==> src/rtl/eei_pkg.sv <==
// Constants, field layouts and carrier types of the event flag block.
// Assumes a 25 MHz system clock and a classic Wishbone register port.
//
// How it works
// - one flag register gathers converter, timer, protection, pin and link events.
// - masks, pin settings and reset-pin control live in control registers.
// - pin 0 flag follows its type and polarity when enabled; alt function and enable gate its interrupt.
// - pin 1 flag follows its type and polarity when enabled; alt function and enable gate its interrupt.
// - link connect flag sets when both lines go high after one was low.
// - link disconnect flag sets within 440 ms of both lines low, converter on.
// - partial-rise flag sets when any line rises after all were low.
// - charger attach flag sets on each rise of the charger detect condition.
// - brown-out flag sets on each exit from brown-out, with its own mask.
// - battery event flag sets on each entry into a protection violation.
// - battery events cover over/undervoltage, both overcurrents and short.
// - each battery condition is readable in the protection status register.
// - voltage-ready flag follows each fresh average, never with converter off.
// - temperature-ready flag follows each fresh average, never with converter off.
// - timer reload flag sets each time the timer reloads at its end count.
// - flags set even when their source is masked or its alt function is off; a pin flag needs its pin enable.
// - enable 0 disables; type 0 level, 1 edge; polarity 0 low, 1 high.
package eei_pkg;

	// ------------------------------------------------------------------
	// Register byte offsets
	// ------------------------------------------------------------------
	localparam logic [7:0] EEI_OFF_FLAGS = 8'h00;
	localparam logic [7:0] EEI_OFF_MASK = 8'h04;
	localparam logic [7:0] EEI_OFF_PIN_CTRL = 8'h08;
	localparam logic [7:0] EEI_OFF_ALT_FN = 8'h0C;
	localparam logic [7:0] EEI_OFF_PROT = 8'h10;
	localparam logic [7:0] EEI_OFF_LIVE = 8'h14;

	// ------------------------------------------------------------------
	// Flag bit positions (flags, mask)
	// ------------------------------------------------------------------
	localparam int EEI_NFLAG = 11;
	localparam int EEI_F_PIN0 = 0;
	localparam int EEI_F_PIN1 = 1;
	localparam int EEI_F_CONN = 2;
	localparam int EEI_F_DISC = 3;
	localparam int EEI_F_PRISE = 4;
	localparam int EEI_F_CHG = 5;
	localparam int EEI_F_BROWN = 6;
	localparam int EEI_F_BATT = 7;
	localparam int EEI_F_VOLT = 8;
	localparam int EEI_F_TEMP = 9;
	localparam int EEI_F_TMR = 10;

	// Pin control: enable [1:0], type [3:2], polarity [5:4]
	localparam int EEI_PC_EN = 0;
	localparam int EEI_PC_TYPE = 2;
	localparam int EEI_PC_POL = 4;
	localparam int EEI_PC_W = 6;
	// Alt function: pin0 [0], pin1 [1], reset pin [2], reset disable [3]
	localparam int EEI_AF_RST = 2;
	localparam int EEI_AF_RSTD = 3;
	localparam int EEI_AF_W = 4;
	localparam int EEI_NPROT = 5;

	// ------------------------------------------------------------------
	// Reset values
	// ------------------------------------------------------------------
	localparam logic [EEI_NFLAG-1:0] EEI_RST_FLAGS = 11'h000;
	localparam logic [EEI_NFLAG-1:0] EEI_RST_MASK = 11'h000;
	localparam logic [EEI_PC_W-1:0] EEI_RST_PIN_CTRL = 6'h00;
	localparam logic [EEI_AF_W-1:0] EEI_RST_ALT_FN = 4'h4;

	// ------------------------------------------------------------------
	// Timing
	// ------------------------------------------------------------------
	localparam int EEI_CLK_HZ = 25000000;
	localparam int EEI_DISC_MS = 440;
	localparam int EEI_DISC_CYC = EEI_CLK_HZ / 1000 * EEI_DISC_MS;
	localparam int EEI_DISC_W = 24;

	// ------------------------------------------------------------------
	// Carrier types
	// ------------------------------------------------------------------
	typedef struct packed {
		logic [31:0] adr;
		logic [31:0] dat;
		logic [3:0] sel;
		logic we;
		logic cyc;
		logic stb;
	} eei_wb_req_t;

	typedef struct packed {
		logic pin0;
		logic pin1;
		logic link_sda;
		logic link_scl;
		logic rst_pin;
		logic charger_detect;
		logic brownout;
		logic [EEI_NPROT-1:0] prot_cond;
		logic adc_on;
		logic volt_stored;
		logic temp_stored;
		logic tmr_reload;
	} eei_src_t;

	localparam int EEI_NSRC = 16;

endpackage

==> src/rtl/eei_event_flags.sv <==
// External event flag collector with Wishbone register port.
// Assumes a classic Wishbone master on clk; event inputs may be
// asynchronous and are synchronised here.
`timescale 1ns/1ps
module eei_event_flags
	import eei_pkg::*;
#(
	parameter int DISC_CYC = eei_pkg::EEI_DISC_CYC
) (
	// Clock and reset
	input wire logic clk,
	input wire logic resetn,
	// Wishbone slave
	input wire eei_pkg::eei_wb_req_t wb_req,
	output logic [31:0] wb_dat_o,
	output logic wb_ack_o,
	// Event sources
	input wire eei_pkg::eei_src_t src,
	// Pin function outputs
	output logic [1:0] pin_irq_alt_en,
	output logic rst_pin_fn_en,
	// Interrupt to the core
	output logic irq
);
	import eei_pkg::*;

	// ------------------------------------------------------------------
	// Helpers
	// ------------------------------------------------------------------
	function automatic logic [31:0] byte_mask(input logic [3:0] sel);
		byte_mask = {{8{sel[3]}}, {8{sel[2]}}, {8{sel[1]}}, {8{sel[0]}}};
	endfunction

	// Register select: low byte offset with the upper address bits clear
	function automatic logic reg_hit(input logic [31:0] adr,
			input logic [7:0] off);
		reg_hit = (adr[31:8] == 24'h000000) && (adr[7:0] == off);
	endfunction

	function automatic logic pin_trigger(input logic en, input logic typ,
			input logic pol, input logic lvl, input logic r,
			input logic f);
		if (!en) begin
			pin_trigger = 1'b0;
		end else if (!typ) begin
			pin_trigger = pol ? lvl : ~lvl;
		end else begin
			pin_trigger = pol ? r : f;
		end
	endfunction

	// ------------------------------------------------------------------
	// Synchronisers and edge detectors
	// ------------------------------------------------------------------
	// Bit positions inside the synchronised vector
	localparam int S_TMR = 0;
	localparam int S_TEMP = 1;
	localparam int S_VOLT = 2;
	localparam int S_ADC = 3;
	localparam int S_PROT = 4;
	localparam int S_BROWN = 9;
	localparam int S_CHG = 10;
	localparam int S_RST = 11;
	localparam int S_SCL = 12;
	localparam int S_SDA = 13;
	localparam int S_PIN1 = 14;
	localparam int S_PIN0 = 15;

	logic [EEI_NSRC-1:0] raw_v;
	logic [EEI_NSRC-1:0] lvl_v;
	logic [EEI_NSRC-1:0] rise_v;
	logic [EEI_NSRC-1:0] fall_v;

	// Each source lands on its named position
	always_comb begin
		raw_v = '0;
		raw_v[S_TMR] = src.tmr_reload;
		raw_v[S_TEMP] = src.temp_stored;
		raw_v[S_VOLT] = src.volt_stored;
		raw_v[S_ADC] = src.adc_on;
		raw_v[S_PROT +: EEI_NPROT] = src.prot_cond;
		raw_v[S_BROWN] = src.brownout;
		raw_v[S_CHG] = src.charger_detect;
		raw_v[S_RST] = src.rst_pin;
		raw_v[S_SCL] = src.link_scl;
		raw_v[S_SDA] = src.link_sda;
		raw_v[S_PIN1] = src.pin1;
		raw_v[S_PIN0] = src.pin0;
	end

	eei_sync_edge #(.W(EEI_NSRC)) u_sync (
		.clk(clk),
		.resetn(resetn),
		.raw(raw_v),
		.level(lvl_v),
		.rise(rise_v),
		.fall(fall_v)
	);

	logic sda_s;
	logic scl_s;
	logic adc_on_s;
	logic [EEI_NPROT-1:0] prot_s;

	assign sda_s = lvl_v[S_SDA];
	assign scl_s = lvl_v[S_SCL];
	assign adc_on_s = lvl_v[S_ADC];
	assign prot_s = lvl_v[S_PROT +: EEI_NPROT];

	// ------------------------------------------------------------------
	// Control registers
	// ------------------------------------------------------------------
	logic [EEI_NFLAG-1:0] mask_q;
	logic [EEI_PC_W-1:0] pin_ctrl_q;
	logic [EEI_AF_W-1:0] alt_fn_q;
	logic [EEI_NFLAG-1:0] flags;
	logic [EEI_NFLAG-1:0] flag_set;
	logic [EEI_NFLAG-1:0] flag_clr;

	logic wr_stb;
	logic rd_stb;
	logic [7:0] wr_off;
	logic [31:0] wr_bits;
	logic ack_q;
	logic [31:0] rdat_q;

	// Access is taken on the edge that raises ack
	assign wr_stb = wb_req.cyc & wb_req.stb & wb_req.we & ~ack_q;
	assign rd_stb = wb_req.cyc & wb_req.stb & ~wb_req.we & ~ack_q;
	assign wr_off = wb_req.adr[7:0];
	assign wr_bits = wb_req.dat & byte_mask(wb_req.sel);

	// Decoded write strobes, one per writable register
	logic [31:0] wr_be;
	logic wr_flags;
	logic wr_mask;
	logic wr_pctl;
	logic wr_alt;

	assign wr_be = byte_mask(wb_req.sel);
	assign wr_flags = wr_stb & reg_hit(wb_req.adr, EEI_OFF_FLAGS);
	assign wr_mask = wr_stb & reg_hit(wb_req.adr, EEI_OFF_MASK);
	assign wr_pctl = wr_stb & reg_hit(wb_req.adr, EEI_OFF_PIN_CTRL) &
		wb_req.sel[0];
	assign wr_alt = wr_stb & reg_hit(wb_req.adr, EEI_OFF_ALT_FN) &
		wb_req.sel[0];

	// All mask bits are kept; the pin-irq mask bits are unused, the pin gates are below
	always_ff @(posedge clk or negedge resetn) begin
		if (!resetn) begin
			mask_q <= EEI_RST_MASK;
		end else if (wr_mask) begin
			mask_q <= (mask_q & ~wr_be[EEI_NFLAG-1:0]) |
				wr_bits[EEI_NFLAG-1:0];
		end
	end

	always_ff @(posedge clk or negedge resetn) begin
		if (!resetn) begin
			pin_ctrl_q <= EEI_RST_PIN_CTRL;
		end else if (wr_pctl) begin
			pin_ctrl_q <= wb_req.dat[EEI_PC_W-1:0];
		end
	end

	always_ff @(posedge clk or negedge resetn) begin
		if (!resetn) begin
			alt_fn_q <= EEI_RST_ALT_FN;
		end else if (wr_alt) begin
			alt_fn_q <= wb_req.dat[EEI_AF_W-1:0];
		end
	end

	assign pin_irq_alt_en = alt_fn_q[1:0];
	assign rst_pin_fn_en = alt_fn_q[EEI_AF_RST] & ~alt_fn_q[EEI_AF_RSTD];

	// Write-one clears of the flag register
	assign flag_clr = wr_flags ? wr_bits[EEI_NFLAG-1:0] : '0;

	// ------------------------------------------------------------------
	// Pin interrupts
	// ------------------------------------------------------------------
	logic [1:0] pin_trig;

	assign pin_trig[0] = pin_trigger(pin_ctrl_q[EEI_PC_EN],
		pin_ctrl_q[EEI_PC_TYPE], pin_ctrl_q[EEI_PC_POL],
		lvl_v[S_PIN0], rise_v[S_PIN0], fall_v[S_PIN0]);
	assign pin_trig[1] = pin_trigger(pin_ctrl_q[EEI_PC_EN + 1],
		pin_ctrl_q[EEI_PC_TYPE + 1], pin_ctrl_q[EEI_PC_POL + 1],
		lvl_v[S_PIN1], rise_v[S_PIN1], fall_v[S_PIN1]);

	// ------------------------------------------------------------------
	// Two-line link watch
	// ------------------------------------------------------------------
	logic both_high;
	logic both_low;
	logic both_high_q;
	logic both_low_q;
	logic link_connect;
	logic link_partial_rise;

	assign both_high = sda_s & scl_s;
	assign both_low = ~sda_s & ~scl_s;

	always_ff @(posedge clk or negedge resetn) begin
		if (!resetn) begin
			both_high_q <= 1'b0;
			both_low_q <= 1'b0;
		end else begin
			both_high_q <= both_high;
			both_low_q <= both_low;
		end
	end

	assign link_connect = both_high & ~both_high_q;
	assign link_partial_rise = ~both_low & both_low_q;

	// Disconnect timer: both lines low and the converter running
	logic [EEI_DISC_W-1:0] disc_cnt_q;
	logic disc_done_q;
	logic link_disconnect;
	logic disc_run;

	assign disc_run = both_low & adc_on_s;

	always_ff @(posedge clk or negedge resetn) begin
		if (!resetn) begin
			disc_cnt_q <= '0;
		end else if (!disc_run) begin
			disc_cnt_q <= '0;
		end else if (!disc_done_q) begin
			disc_cnt_q <= disc_cnt_q + 1'b1;
		end
	end

	assign link_disconnect = disc_run & ~disc_done_q &
		(disc_cnt_q == EEI_DISC_W'(DISC_CYC - 1));

	always_ff @(posedge clk or negedge resetn) begin
		if (!resetn) begin
			disc_done_q <= 1'b0;
		end else if (!disc_run) begin
			disc_done_q <= 1'b0;
		end else if (link_disconnect) begin
			disc_done_q <= 1'b1;
		end
	end

	// ------------------------------------------------------------------
	// Flag sources
	// ------------------------------------------------------------------
	logic batt_entry;

	// Any condition newly asserted is an entry into a violation
	assign batt_entry = |rise_v[S_PROT +: EEI_NPROT];

	always_comb begin
		flag_set = '0;
		flag_set[EEI_F_PIN0] = pin_trig[0];
		flag_set[EEI_F_PIN1] = pin_trig[1];
		flag_set[EEI_F_CONN] = link_connect;
		flag_set[EEI_F_DISC] = link_disconnect;
		flag_set[EEI_F_PRISE] = link_partial_rise;
		flag_set[EEI_F_CHG] = rise_v[S_CHG];
		flag_set[EEI_F_BROWN] = fall_v[S_BROWN];
		flag_set[EEI_F_BATT] = batt_entry;
		flag_set[EEI_F_VOLT] = rise_v[S_VOLT] & adc_on_s;
		flag_set[EEI_F_TEMP] = rise_v[S_TEMP] & adc_on_s;
		flag_set[EEI_F_TMR] = rise_v[S_TMR];
	end

	// Flags set regardless of mask and alt function; pin flags also need their pin enable
	eei_flag_bank #(.W(EEI_NFLAG)) u_flags (
		.clk(clk),
		.resetn(resetn),
		.set(flag_set),
		.clr(flag_clr),
		.flags(flags)
	);

	// ------------------------------------------------------------------
	// Interrupt request
	// ------------------------------------------------------------------
	logic [EEI_NFLAG-1:0] gate;
	logic [EEI_NFLAG-1:0] pending;
	logic irq_q;

	always_comb begin
		gate = mask_q;
		gate[EEI_F_PIN0] = alt_fn_q[0] & pin_ctrl_q[EEI_PC_EN];
		gate[EEI_F_PIN1] = alt_fn_q[1] &
			pin_ctrl_q[EEI_PC_EN + 1];
	end

	assign pending = flags & gate;

	always_ff @(posedge clk or negedge resetn) begin
		if (!resetn) begin
			irq_q <= 1'b0;
		end else begin
			irq_q <= |pending;
		end
	end

	assign irq = irq_q;

	// ------------------------------------------------------------------
	// Wishbone answer
	// ------------------------------------------------------------------
	logic [31:0] rd_mux;

	always_comb begin
		rd_mux = 32'h00000000;
		if (wb_req.adr[31:8] == 24'h000000) begin
			case (wr_off)
				EEI_OFF_FLAGS: rd_mux[EEI_NFLAG-1:0] = flags;
				EEI_OFF_MASK: rd_mux[EEI_NFLAG-1:0] = mask_q;
				EEI_OFF_PIN_CTRL: rd_mux[EEI_PC_W-1:0] = pin_ctrl_q;
				EEI_OFF_ALT_FN: rd_mux[EEI_AF_W-1:0] = alt_fn_q;
				EEI_OFF_PROT: rd_mux[EEI_NPROT-1:0] = prot_s;
				EEI_OFF_LIVE: rd_mux[3:0] = {lvl_v[S_RST], adc_on_s,
					scl_s, sda_s};
				default: rd_mux = 32'h00000000;
			endcase
		end
	end

	always_ff @(posedge clk or negedge resetn) begin
		if (!resetn) begin
			ack_q <= 1'b0;
		end else begin
			ack_q <= wb_req.cyc & wb_req.stb & ~ack_q;
		end
	end

	always_ff @(posedge clk or negedge resetn) begin
		if (!resetn) begin
			rdat_q <= 32'h00000000;
		end else if (rd_stb) begin
			rdat_q <= rd_mux;
		end
	end

	assign wb_ack_o = ack_q;
	assign wb_dat_o = rdat_q;
endmodule

==> src/rtl/eei_sync_edge.sv <==
// Two-stage synchroniser with rise and fall detection per bit.
// Assumes inputs may change at any time relative to clk.
`timescale 1ns/1ps
module eei_sync_edge #(
	parameter int W = 1
) (
	// Clock and reset
	input wire logic clk,
	input wire logic resetn,
	// Raw and conditioned signals
	input wire logic [W-1:0] raw,
	output logic [W-1:0] level,
	output logic [W-1:0] rise,
	output logic [W-1:0] fall
);
	logic [W-1:0] meta_q;
	logic [W-1:0] sync_q;
	logic [W-1:0] prev_q;

	always_ff @(posedge clk or negedge resetn) begin
		if (!resetn) begin
			meta_q <= '0;
			sync_q <= '0;
			prev_q <= '0;
		end else begin
			meta_q <= raw;
			sync_q <= meta_q;
			prev_q <= sync_q;
		end
	end

	assign level = sync_q;
	assign rise = sync_q & ~prev_q;
	assign fall = ~sync_q & prev_q;
endmodule

==> src/rtl/eei_flag_bank.sv <==
// Sticky flag bank: hardware sets, software clears with write-one.
// Assumes set and clear are one-cycle pulses on clk.
`timescale 1ns/1ps
module eei_flag_bank #(
	parameter int W = 1
) (
	// Clock and reset
	input wire logic clk,
	input wire logic resetn,
	// Set and clear
	input wire logic [W-1:0] set,
	input wire logic [W-1:0] clr,
	// Flags
	output logic [W-1:0] flags
);
	logic [W-1:0] flags_q;

	// A set in the clearing cycle wins
	always_ff @(posedge clk or negedge resetn) begin
		if (!resetn) begin
			flags_q <= '0;
		end else begin
			flags_q <= (flags_q & ~clr) | set;
		end
	end

	assign flags = flags_q;
endmodule

==> config.mk <==
export PLATFORM = sky130hd
export DESIGN_NAME = eei_event_flags
export DESIGN_NICKNAME = d
export VERILOG_FILES = /design/src/rtl/eei_pkg.sv /design/src/rtl/eei_event_flags.sv /design/src/rtl/eei_sync_edge.sv /design/src/rtl/eei_flag_bank.sv
export SDC_FILE = /design/constraint.sdc
export NUM_CORES = 1
export LEC_CHECK = 0
export BUFFER_PORTS_ARGS = -buffer_cell sky130_fd_sc_hd__buf_4
export CAP_MARGIN = 20
export CORE_UTILIZATION = 53
export DETAILED_ROUTE_END_ITERATION = 10
export GPL_ROUTABILITY_DRIVEN = 0
export HOLD_SLACK_MARGIN = 0.12
export PLACE_DENSITY_LB_ADDON = 0.15
export SLEW_MARGIN = 10
export SYNTH_ARGS = -nofsm -noshare
export SYNTH_HDL_FRONTEND = slang
export SYNTH_SLANG_ARGS = --single-unit
==> constraint.sdc <==
create_clock -name clk -period 2.3 [get_ports clk]
set_clock_uncertainty 0.1 [all_clocks]
set_input_delay 0.23 -clock clk [delete_from_list [all_inputs] [get_ports clk]]
set_output_delay 0.23 -clock clk [all_outputs]
set_load 0.03 [all_outputs]
# Yosys cells after proc, flatten, opt, wreduce, memory -nomap -nowiden
# Index checks and enable logic that the tools add are counted.
classes:
  addsub: 1
  n_eq_ne: 8
  mux: 18
  n_bitwise: 46
  reduce_logical: 8
ops:
  columns: ["op", "count"]
  rows:
  - ["24-bit 2-to-1 mux", 2]
  - ["11-bit bitwise AND", 4]
  - ["16-bit bitwise AND", 2]
  - ["16-bit inverter", 2]
  - ["24-bit by 1-bit adder with 24-bit output, second input constant", 1]
  - ["1-bit bitwise AND", 24]
  - ["24-bit equality test, second input constant", 1]
  - ["24-bit zero test", 1]
  - ["4-bit one-hot mux with 6 select lines", 1]
  - ["11-bit 2-to-1 mux", 2]
  - ["11-bit inverter", 2]
  - ["11-bit bitwise OR", 2]
  - ["8-bit by 4-bit equality test with 1-bit output, second input constant", 2]
  - ["8-bit by 5-bit equality test with 1-bit output, second input constant", 2]
  - ["11-bit OR reduction", 1]
  - ["1-bit 2-to-1 mux", 10]
  - ["1-bit inverter", 10]
  - ["5-bit one-hot mux with 2 select lines", 1]
  - ["8-bit by 3-bit equality test with 1-bit output, second input constant", 1]
  - ["8-bit zero test", 1]
  - ["5-bit OR reduction", 1]
  - ["1-bit logical AND", 4]
  - ["2-bit != test, second input constant", 2]
  - ["1-bit one-hot mux with 4 select lines", 1]
  - ["1-bit one-hot mux with 3 select lines", 1]
word_totals:
  regBits: 141
  in_bits: 89
  out_inout_bits: 37

# Logic depth before layout (Yosys ltp)
# Gate-level depths: netlist of run 1.
depth:
  ltp_word: 8
  depth_mapped: 6
  ltp_nobuf: 5

# Hierarchy
# Synthesis of run 1 repeated with hierarchy kept, for this count alone.
hier_totals:
  hier_cells: 464
  hier_area_um2: 5462.7
modules_own_cells:
  columns: ["module", "n_inst", "cells_per_inst", "area_per_inst_um2", "seq_area_each_um2"]
  rows:
  - ["eei_event_flags", 1, 351, 3582.2, 1527.7]
  - ["eei_sync_edge", 1, 80, 1481.4, 1201.2]
  - ["eei_flag_bank", 1, 33, 399.1, 275.3]

# Worst setup path before layout of run 1
# OpenSTA, ideal clock, no wires.
synth_path:
  path_type: "register -> register"
  start: "reg ack_q, in the netlist wb_ack_o"
  end: "reg (tool-made name)"
  setup_ns: 0.125
  arrival_time_ns: 1.788
  required_ns: 2.075
  slack_ns: 0.288
  path_stages_with_launch: 5
  period_less_slack_ns: 2.012
  path_cell_list: "dfrtp_1 -> nand4b_1 -> nor3_2 -> and4_1 -> mux2_2"
synth_rtl:
  columns: ["element", "line", "rtl"]
  rows:
  - ["start, declared", "eei_event_flags.sv:124", "logic ack_q;"]
  - ["start signal, assigned", "eei_event_flags.sv:332", "ack_q <= wb_req.cyc & wb_req.stb & ~ack_q;"]

# Final worst setup path of run 1
layout_path:
  start: "in wb_req[43] (netlist name)"
  end: "reg u_flags.flags_q[7], in the netlist u_flags.flags[7]"
layout_between:
  elab_chain_len: 7
layout_rtl:
  columns: ["element", "line", "rtl"]
  rows:
  - ["start, declared", "eei_event_flags.sv:14", "input wire eei_pkg::eei_wb_req_t wb_req,"]
  - ["8-bit zero test", "eei_event_flags.sv:37", "reg_hit = (adr[31:8] == 24'h000000) && (adr[7:0] == off);"]
  - ["1-bit logical AND", "eei_event_flags.sv:37", null]
  - ["1-bit bitwise AND", "eei_event_flags.sv:141", "assign wr_flags = wr_stb & reg_hit(wb_req.adr, EEI_OFF_FLAGS);"]
  - ["11-bit 2-to-1 mux", "eei_event_flags.sv:178", "assign flag_clr = wr_flags ? wr_bits[EEI_NFLAG-1:0] : '0;"]
  - ["11-bit inverter", "eei_flag_bank.sv:23", "flags_q <= (flags_q & ~clr) | set;"]
  - ["11-bit bitwise AND", "eei_flag_bank.sv:23", null]
  - ["11-bit bitwise OR", "eei_flag_bank.sv:23", null]
  - ["end signal, assigned", "eei_flag_bank.sv:23", null]
  - ["end, declared", "eei_flag_bank.sv:16", "logic [W-1:0] flags_q;"]
# No other way between the ends.
# A chain may end at the register's enable or synchronous reset.

==> results of run 1 <==
## registers in the layout, indices dropped and copies added, names as in the netlist, named ones only
| register | cells |
|---|---|
| disc_cnt_q | 24 |
| u_sync.level | 16 |
| u_sync.meta_q | 16 |
| u_sync.prev_q | 12 |
| u_flags.flags | 11 |
| wb_dat_o | 11 |
| pin_ctrl_q | 6 |
| alt_fn_q | 4 |
| both_high_q | 1 |
| both_low_q | 1 |
| disc_done_q | 1 |
| irq | 1 |
| wb_ack_o | 1 |
## routing by layer
layer | track usage, % | vias up
met4 | 10.26 | 0
met2 | 43.20 | 162
met1 | 33.69 | 1975
li1 | - | 1875
met5 | 0 | -
met3 | 7.698 | 19
## layout make-up
cell class	count	area, um^2
Clock buffer	19	431.7
Clock inverter	13	193.9
Fill cell	634	2449
Inverter	17	63.81
Multi-Input combinational cell	291	2013
Sequential cell	116	2904
Tap cell	129	161.4
Timing Repair Buffer	133	1111
## through the flow
stage	instances	setup WS (ns)
after floorplan	463	0.2877
after global placement	651	0.09134
after detailed placement	651	0.04570
after CTS	718	0.02835
after global routing	718	0.04434
final	718	0.1057
## how the worst min path moves through the flow
stage                           from  slack [ns]  depth (start not counted)                    endpoint
final                         resetn        0.15                          2  disc_cnt_q[12]$_DFFE_PN0P_
after global routing      wb_req[41]        0.15                          4     wb_dat_o[5]$_DFFE_PN0P_
after CTS                 wb_req[68]        0.13                          5  u_flags.flags[3]$_DFF_PN0_
after detailed placement      resetn        0.14                          1  disc_cnt_q[12]$_DFFE_PN0P_
after global placement        resetn        0.14                          1  disc_cnt_q[12]$_DFFE_PN0P_
after floorplan               resetn       -0.17                          0  asynchronous set/reset pin
## critical path, stage by stage
cell and delay, ns:
dlygate4sd3_1 0.54, buf_4 0.15, nor4_1 0.23, dlygate4sd3_1 0.58, buf_4 0.13, nand3_1 0.07
o31a_1 0.25, or3_1 0.30
## logic make-up (layout without fill, tap and decap cells)
logic type | Yosys count | count (layout) | synth area share [%]
mux | 26 | 26 | 5.540
other cells | 1 | 21 | 0.07250
buf+inv | 56 | 182 | 6.579
flops | 116 | 116 | 56.14
xor+xnor | 11 | 11 | 1.863
fa+ha+maj | 1 | 1 | 0.2419
simple gates | 152 | 152 | 18.38
compound gates | 80 | 80 | 11.18
## where the power goes
| part | internal (uW) | total, uW | switching (uW) |
|---|---|---|---|
| Clock | 1810 | 2790 | 984 |
| Sequential | 2090 | 2110 | 23.6 |
| Combinational | 141 | 306 | 165 |
## what timing repair did
action	4_1_cts	5_1_grt
hold endpoints to repair	168	0
setup endpoints to repair	0	5
gates resized for setup	0	2
hold buffers	35	0
## cells in the final DEF (no fill, tap or decap), types with 3 or more instances in the layout
| cell | n |
|---|---|
| a22oi_1 | 11 |
| a221oi_1 | 4 |
| a222oi_1 | 5 |
| nor2_1 | 19 |
| nor4b_1 | 3 |
| nand3_1 | 11 |
| mux2_2 | 21 |
| bufinv_16 | 4 |
| and2_1 | 3 |
| o21ai_0 | 10 |
| and4_1 | 4 |
| xnor2_1 | 6 |
| clkbuf_16 | 16 |
| nand4_1 | 11 |
| nand2b_1 | 3 |
| xor2_1 | 5 |
| o31ai_1 | 11 |
| inv_1 | 17 |
| and3_1 | 6 |
| conb_1 | 21 |
| nor2b_1 | 7 |
| a32oi_1 | 5 |
| nand2_1 | 21 |
| nor3_1 | 12 |
| buf_4 | 96 |
| or3_1 | 9 |
| a21oi_1 | 19 |
| nor4_1 | 13 |
| inv_6 | 6 |
| dfrtp_1 | 115 |
| dlygate4sd3_1 | 35 |
| or4_4 | 3 |
| or4_1 | 3 |
| mux2i_1 | 5 |
==> metrics.md, run 1 <==
| Metric | Value |
|---|---|
| Vias per cell | `5.614` |
| R2R Setup Slk | `0.19 ns` |
| Max Root-Sink Buffers | `2` |
| Syn Area/Cell | `11.68 um^2` |
| Fin. max-slew vios | `0` |
| Total core area | `9328 um^2` |
| DR DRC count | `0` |
| H-tree Lvls | `4` |
| Number of flops mapped to enable cells by yosys | `0` |
| Io pins | `126` |
| First-pass GRT wire length | `20060 um` |
| Post-synthesis register bit count | `116` |
| R2r worst-path depth | `4` |
| Sequential share of the synthesized area | `56.14%` |
| Row cnt | `35` |
| Worst IR Drop VDD | `0.0005785 V` |
| Insertion delay to the later sink of the worst-skew pair | `0.52 ns` |
| Max Clk Rate | `455.7 MHz` |
| Final min period | `2.194 ns` |
| All-Layer GR Usage | `26.53%` |
| Reg2Reg Launch Point | `disc_cnt_q[4]$_DFFE_PN0P_` |
| DRT Pass-1 Iters | `5` |
| CTS tree | `yes` |
| Cells after Synth | `443` |
| Cell area after layout | `6879 um^2` |
| Pwr/cell area | `757.0 nW/um^2` |
| Hold Vio Cnt, Final | `0` |
| Share of the synthesized area in the top cell type | `55.64%` |
| Leading area contributor after synthesis | `dfrtp_1` |
| Setup TNS | `0 ns` |
| Highest metal used | `met4` |
| Met2 WL | `6151 um` |
| Vias in the first global route | `4075` |
| Root Buffer | `clkbuf_8` |
| Diode count | `0` |
| Min-Delay Path Class | `in -> async` |
| Met3 WL post-DR | `867 um` |
| Post-synthesis cell type count | `64` |
| Grt total ovfl | `0` |
| Crit Path Max Fanout | `4` |
| RR Endpoint | `disc_cnt_q[22]$_DFFE_PN0P_` |
| Setup crit end kind | `flip-flop` |
| Final ANT Viol Nets | `0` |
| Setup bufs post-CTS | `0` |
| Max Cap Violations | `0` |
| Nets | `666` |
| Placed cell areas | `5893 um^2` |
| Worst Path Required | `2.59 ns` |
| Antenna violations before repair | `0` |
| Die X | `100.8 um` |
| Mean routed wirelength per cell | `17.36 um` |
| Slew margin rel. | `47.17%` |
| Post-synthesis async set-or-reset flop share | `100.0%` |
| Core Util, Final | `73.75%` |
| Status | `finished clean` |
| Syn Std Cell Area | `5172 um^2` |
| RSZ-0062 raised after global routing | `false` |
| Worst Tran Pin Value | `0.7906 ns` |
| Final setup violation count | `0` |
| Largest net degree at the start of global routing | `41` |
| Via Count | `4031` |
| Top post-synthesis cells by count | `115 x dfrtp_1, 23 x buf_4, 21 x mux2_2, 21 x nand2_1` |
| Die Ht | `100.8 um` |
| Crit path to | `u_flags.flags[7]$_DFF_PN0_` |
| Leak | `0.003083 uW` |
| Synth Flop Type | `dfrtp_1` |
| Dpl hpwl | `8304 um` |
| Ranking of synthesized cells by area | `dfrtp_1 56%, mux2_2 4.6%, buf_4 3.3%, a21oi_1 1.8%, nor4_1 1.7%` |
| Worst Path Arrival | `2.48 ns` |
| Hold WS | `0.1480 ns` |
| Total Power | `5207 uW` |
| Clock sinks | `116` |
| Fraction of layout cells with a size suffix above 1 | `29.03%` |
| Critical path class | `in -> reg` |
| Num CTS Buffers | `17` |
| Final critical-path share of the clock period | `95.40%` |
| Clock-pin slew on the worst setup and hold paths | `0.06 ns` |
| Most common cell in the netlist | `dfrtp_1` |
| Initial core utilization | `55.45%` |
| Total wire length | `12470 um` |
| Setup crit start | `wb_req[43]` |
| Initial DRC Count | `282` |
| Die Area | `10160 um^2` |
| Critical Path Start Type | `primary input` |
| Synth warn | `0` |
| PortBufs | `81` |
| DRT met1 WL | `5212 um` |
| Area grow syn2layout | `32.99%` |
No activity file was read; power rests on OpenSTA's default activity.
==> run 2: changes to the inputs <==
--- a/config.mk
+++ b/config.mk
@@ -12,6 +12,7 @@
 export GPL_ROUTABILITY_DRIVEN = 0
 export HOLD_SLACK_MARGIN = 0.12
 export PLACE_DENSITY_LB_ADDON = 0.15
+export RECOVER_POWER = 100
 export SLEW_MARGIN = 10
 export SYNTH_ARGS = -nofsm -noshare
 export SYNTH_HDL_FRONTEND = slang
==> constraint.sdc (replaced) <==
create_clock -name clk -period 2.35 [get_ports clk]
set_clock_uncertainty 0.1 [all_clocks]
set_input_delay 0.235 -clock clk [delete_from_list [all_inputs] [get_ports clk]]
set_output_delay 0.235 -clock clk [all_outputs]
set_load 0.03 [all_outputs]
==> run 2 against run 1 <==
Against the previous run: critical path depth decreased by 2; via count increased by 2.0%; worst hold slack got worse by 0.0083 ns; final area decreased by 2.7%; clock power decreased by 5%; sequential power decreased by 2%.
==> metrics.md, run 2 (synthesis results as in run 1) <==
| Metric | Value |
|---|---|
| Status | `finished clean` |
| Die X | `100.8 um` |
| Total core area | `9328 um^2` |
| Max Root-Sink Buffers | `2` |
| Hold Vio Cnt, Final | `0` |
| Delay-heaviest family, CP | `simple AND/OR/NAND/NOR gates` |
| Via Count | `4113` |
| Final critical-path share of the clock period | `93.56%` |
| Worst Path Required | `2.65 ns` |
| CTS tree | `yes` |
| Root Buffer | `clkbuf_8` |
| Pwr/cell area | `749.5 nW/um^2` |
| Reg2Reg Launch Point | `disc_cnt_q[0]$_DFFE_PN0P_` |
| Worst Path Arrival | `2.49 ns` |
| Largest register by flop count | `disc_cnt_q` |
| Setup TNS | `0 ns` |
| Diode count | `0` |
| Initial core utilization | `55.45%` |
| Clock sinks | `116` |
| Worst Tran Pin Value | `0.9872 ns` |
| Initial DRC Count | `329` |
| First-pass GRT wire length | `19740 um` |
| DR DRC count | `0` |
| Max Cap Violations | `0` |
| Area grow syn2layout | `29.37%` |
| Core Util, Final | `71.74%` |
| Max FFs per register | `24` |
| Hold_sp | `wb_req[46]` |
| Row cnt | `35` |
| Die Area | `10160 um^2` |
| Vias in the first global route | `4040` |
| H-tree Lvls | `4` |
| Fraction of layout cells with a size suffix above 1 | `24.57%` |
| CP bufs+invs | `2` |
| Clock-pin slew on the worst setup and hold paths | `0.06 ns` |
| Worst IR Drop VDD | `0.0005451 V` |
| Leak | `0.002925 uW` |
| Insertion delay to the later sink of the worst-skew pair | `0.52 ns` |
| Critical Path Start Type | `primary input` |
| Min-Delay Path Class | `in -> reg` |
| Final min period | `2.199 ns` |
| Num CTS Buffers | `17` |
| Max Clk Rate | `454.8 MHz` |
| RSZ-0062 raised after global routing | `false` |
| Vias per cell | `5.752` |
| Fin. max-slew vios | `0` |
| Critical-path cell list | `dlygate4sd3_1 -> clkbuf_1 -> or4_4 -> nor4_2 -> nand4_1 -> mux2_2` |
| Nets | `663` |
| DRT Pass-1 Iters | `6` |
| PortBufs | `81` |
| Most frequent cells in the layout | `115 x dfrtp_1, 56 x buf_4, 33 x dlygate4sd3_1` |
| Slowest-stage cell, CP | `or4_4` |
| Crit Path Max Fanout | `9` |
| Grt total ovfl | `0` |
| Die Ht | `100.8 um` |
| Critical path class | `in -> reg` |
| Largest net degree at the start of global routing | `45` |
| Dpl hpwl | `8186 um` |
| Setup crit start | `wb_req[43]` |
| Final setup violation count | `0` |
| Most common cell after layout, fill and taps aside | `dfrtp_1` |
| Antenna violations before repair | `0` |
| Final ANT Viol Nets | `0` |
| All-Layer GR Usage | `25.67%` |
| Slew margin rel. | `34.19%` |
| Total wire length | `12220 um` |
| Io pins | `126` |
| Setup crit end kind | `flip-flop` |
| Crit-path max cell delay | `0.60 ns` |
| Mean routed wirelength per cell | `17.08 um` |
-- run 2: cell type report --
cell class / instances / area [um^2]
Tap cell: 129 / 161.4
Clock buffer: 18 / 427.9
Inverter: 17 / 63.81
Timing Repair Buffer: 130 / 974.7
Sequential cell: 116 / 2904
Multi-Input combinational cell: 291 / 1972
Fill cell: 697 / 2636
Clock inverter: 14 / 187.7
-- run 2: layer usage --
layer	track usage, %	routed length, um
met2	41.99	5984
met1	34.41	5088
met4	9.142	237
met3	4.924	904
met5	0	0
-- run 2: power by group --
| group | internal (uW) | total [uW] | switching (uW) |
|---|---|---|---|
| Combinational | 127 | 286 | 158 |
| Clock | 1680 | 2660 | 987 |
| Sequential | 2040 | 2070 | 23.9 |
-- run 2: repair_timing --
item	in CTS	in global routing
setup endpoints to repair	0	17
endpoints found under the hold margin	168	0
gates resized for setup	0	1
setup buffers	0	0
hold buffers	33	0
-- run 2: stage by stage --
step	std cells	cell area, um^2	hold slack [ns]	total power, uW	setup slack (ns)
3_5_place_dp	650	5873	0.1498	2352	0.09112
3_3_place_gp	650	5873	0.1435	2345	0.1305
6_report	715	6691	0.1396	5015	0.1513
5_1_grt	715	6691	0.1424	5184	0.02527
2_1_floorplan	463	5248	-0.1606	2215	0.3377
4_1_cts	715	6819	0.1210	5059	0.06367
-- run 2: final timing paths --
kind / endpoint / slack (ns) / cells past startpoint
setup / recovery: pin_ctrl_q[0]$_DFFE_PN0P_ / 0.15 / 6
hold / removal: u_flags.flags[3]$_DFF_PN0_ / 0.14 / 6
setup reg to reg: disc_cnt_q[16]$_DFFE_PN0P_ / 0.17 / 5
hold reg to reg: u_sync.level[9]$_DFF_PN0_ / 0.24 / 0
max in group asynchronous: u_sync.level[7]$_DFF_PN0_ / 0.61 / 3
min in group asynchronous: disc_cnt_q[0]$_DFFE_PN0P_ / 0.31 / 2
-- run 2: worst reg2reg max path: cells and delay by family (launching register included) --
family	cells	cell delay, ns
DFF	1	0.40
adders and majority gates	1	0.23
AOI/OAI and AO/OA	1	0.18
and+or+nand+nor	3	1.18
==> run 3: changes to the inputs <==
--- a/config.mk
+++ b/config.mk
@@ -7,7 +7,9 @@
 export LEC_CHECK = 0
 export BUFFER_PORTS_ARGS = -buffer_cell sky130_fd_sc_hd__buf_4
 export CAP_MARGIN = 20
-export CORE_UTILIZATION = 53
+export CELL_PAD_IN_SITES_DETAIL_PLACEMENT = 0
+export CELL_PAD_IN_SITES_GLOBAL_PLACEMENT = 1
+export CORE_UTILIZATION = 42
 export DETAILED_ROUTE_END_ITERATION = 10
 export GPL_ROUTABILITY_DRIVEN = 0
 export HOLD_SLACK_MARGIN = 0.12
==> run 3 against run 2 <==
Against the previous run: first-iteration DRC count down 19%; clock power down 2%; combinational power up 1%; die area up 26%; final cell count up 2.5%; largest cell class unchanged; largest power group unchanged; setup slack better by 0.057 ns; highest routed layer unchanged.
==> metrics.md, run 3 (synthesis results as in run 1) <==
| Metric | Value |
|---|---|
| First-pass GRT wire length | `20250 um` |
| CP bufs+invs | `3` |
| Post-place setup slack | `0.09353 ns` |
| Setup TNS | `0 ns` |
| RSZ-0062 raised after global routing | `false` |
| Slew margin rel. | `15.80%` |
| Most common cell after layout, fill and taps aside | `dfrtp_1` |
| Critical Path Start Type | `primary input` |
| Worst IR Drop VDD | `0.0005731 V` |
| Leak | `0.002950 uW` |
| Via Count | `3947` |
| Slowest-stage cell, CP | `or4bb_1` |
| Critical-path cell list | `dlygate4sd3_1 -> clkbuf_1 -> or4bb_1 -> clkbuf_2 -> nor3_1 -> a32oi_1 -> a21oi_1` |
| Final critical-path share of the clock period | `91.15%` |
| Clock sinks | `116` |
| Max FFs per register | `24` |
| Mean routed wirelength per cell | `16.60 um` |
| H-tree Lvls | `4` |
| Placed insts | `671` |
| Antenna violations before repair | `0` |
| Max Clk Rate | `466.8 MHz` |
| Clock-pin slew on the worst setup and hold paths | `0.05 ns` |
| Initial DRC Count | `267` |
| Die Ht | `113.0 um` |
| Crit-path max cell delay | `0.56 ns` |
| Total wire length | `12170 um` |
| Max Cap Violations | `0` |
| Largest net degree at the start of global routing | `50` |
| Crit Path Max Fanout | `23` |
| DRT Pass-1 Iters | `6` |
| Insertion delay to the later sink of the worst-skew pair | `0.41 ns` |
| Worst Tran Pin Value | `1.263 ns` |
| Row cnt | `40` |
| Delay-heaviest family, CP | `buffers and inverters` |
| Worst Path Arrival | `2.38 ns` |
| Io pins | `126` |
| Worst Path Required | `2.59 ns` |
| All-Layer GR Usage | `20.98%` |
| Diode count | `0` |
| Final worst slack | `0.2079 ns` |
| Num CTS Buffers | `17` |
| PortBufs | `81` |
| Pwr/cell area | `739.6 nW/um^2` |
| Vias in the first global route | `3957` |
| Finished Layout Cells | `733` |
| DR DRC count | `0` |
| Reg2Reg Launch Point | `disc_cnt_q[0]$_DFFE_PN0P_` |
| PostCTS Resize Cnt | `0` |
| Dpl hpwl | `8622 um` |
| Area grow syn2layout | `30.19%` |
| Status | `finished clean` |
| Fin. max-slew vios | `0` |
| Setup crit start | `wb_req[0]` |
| Placed cell areas | `5931 um^2` |
| Final setup violation count | `0` |
| Vias per cell | `5.385` |
| Grt total ovfl | `0` |
| Final ANT Viol Nets | `0` |
| Hold_sp | `wb_req[3]` |
| Max Root-Sink Buffers | `2` |
| Root Buffer | `clkbuf_16` |
| Nets | `663` |
| Final min period | `2.142 ns` |
| Initial core utilization | `43.06%` |
| Hold Vio Cnt, Final | `0` |
| Min-Delay Path Class | `in -> reg` |
| Hold WS | `0.2035 ns` |
| Largest register by flop count | `disc_cnt_q` |
| Critical path class | `in -> reg` |
| Die X | `113.0 um` |
| Cell area after layout | `6734 um^2` |
| CTS tree | `yes` |
| Fraction of layout cells with a size suffix above 1 | `24.91%` |
| Setup crit end kind | `flip-flop` |
| Total core area | `12010 um^2` |
| Most frequent cells in the layout | `115 x dfrtp_1, 59 x buf_4, 30 x dlygate4sd3_1` |
| Die Area | `12760 um^2` |
## run 3: cell count changes in the layout (fill, tap and decap cells not counted), moves of 2 or more
cell and change:
inv_6 -7, clkinv_2 +6, buf_4 +3, dlygate4sd3_1 -3, buf_12 +2, clkbuf_4 -2
clkbuf_8 +2, clkinv_4 -2
## run 3: power breakdown
part | total (uW) | switching (uW) | internal, uW
Clock | 2620 | 860 | 1760
Combinational | 290 | 160 | 131
Sequential | 2070 | 22.0 | 2040
Total | 4980 | 1040 | 3940
## run 3: repair_timing
action                                 CTS  global route
buffers inserted                         0             0
hold buffers                            30             0
endpoints found under the hold margin   92             0
## run 3: final timing paths
kind / to / cells past startpoint / slack [ns]
max in group asynchronous: asynchronous set/reset pin / 3 / 0.55
max: wb_dat_o[5]$_DFFE_PN0P_ / 7 / 0.21
max reg2reg: disc_cnt_q[18]$_DFFE_PN0P_ / 5 / 0.24
min reg2reg: u_sync.level[10]$_DFF_PN0_ / 0 / 0.24
min: flip-flop / 3 / 0.20
min in group asynchronous: u_sync.prev_q[0]$_DFF_PN0_ / 2 / 0.51
## run 3: worst register-to-register path, delay by kind of cell (launching register included)
kind                     cells  cell delay, ns
adder cells (fa/ha/maj)      1            0.24
AND/OR/NAND/NOR              3            1.15
flip-flops                   1            0.39
AO/OA/AOI/OAI                1            0.14
## run 3: per-layer routing
metal,wire length (um),part of all wire (%),up-vias,global-route usage (%)
met5,0,0,-,0
met4,289,2.4,0,8.509
met3,742,6.1,23,5.892
met2,5682,47,143,33.00
met1,5452,45,1904,27.51
li1,-,-,1877,-
## run 3: layout make-up
type	instances	area (um^2)
Fill cell	1070	5278
Sequential cell	116	2904
Multi-Input combinational cell	291	1977
Timing Repair Buffer	130	993.5
Clock buffer	22	484.2
Tap cell	147	183.9
Clock inverter	10	127.6
Inverter	17	63.81
## run 3: through the flow
| step | power [uW] | utilization (%) |
|---|---|---|
| finish | 4980 | 56.06 |
| global route | 5170 | 56.06 |
| CTS | 5047 | 56.97 |
| detailed placement | 2359 | 49.38 |
| global placement | 2353 | 49.38 |
| floorplan | 2215 | - |
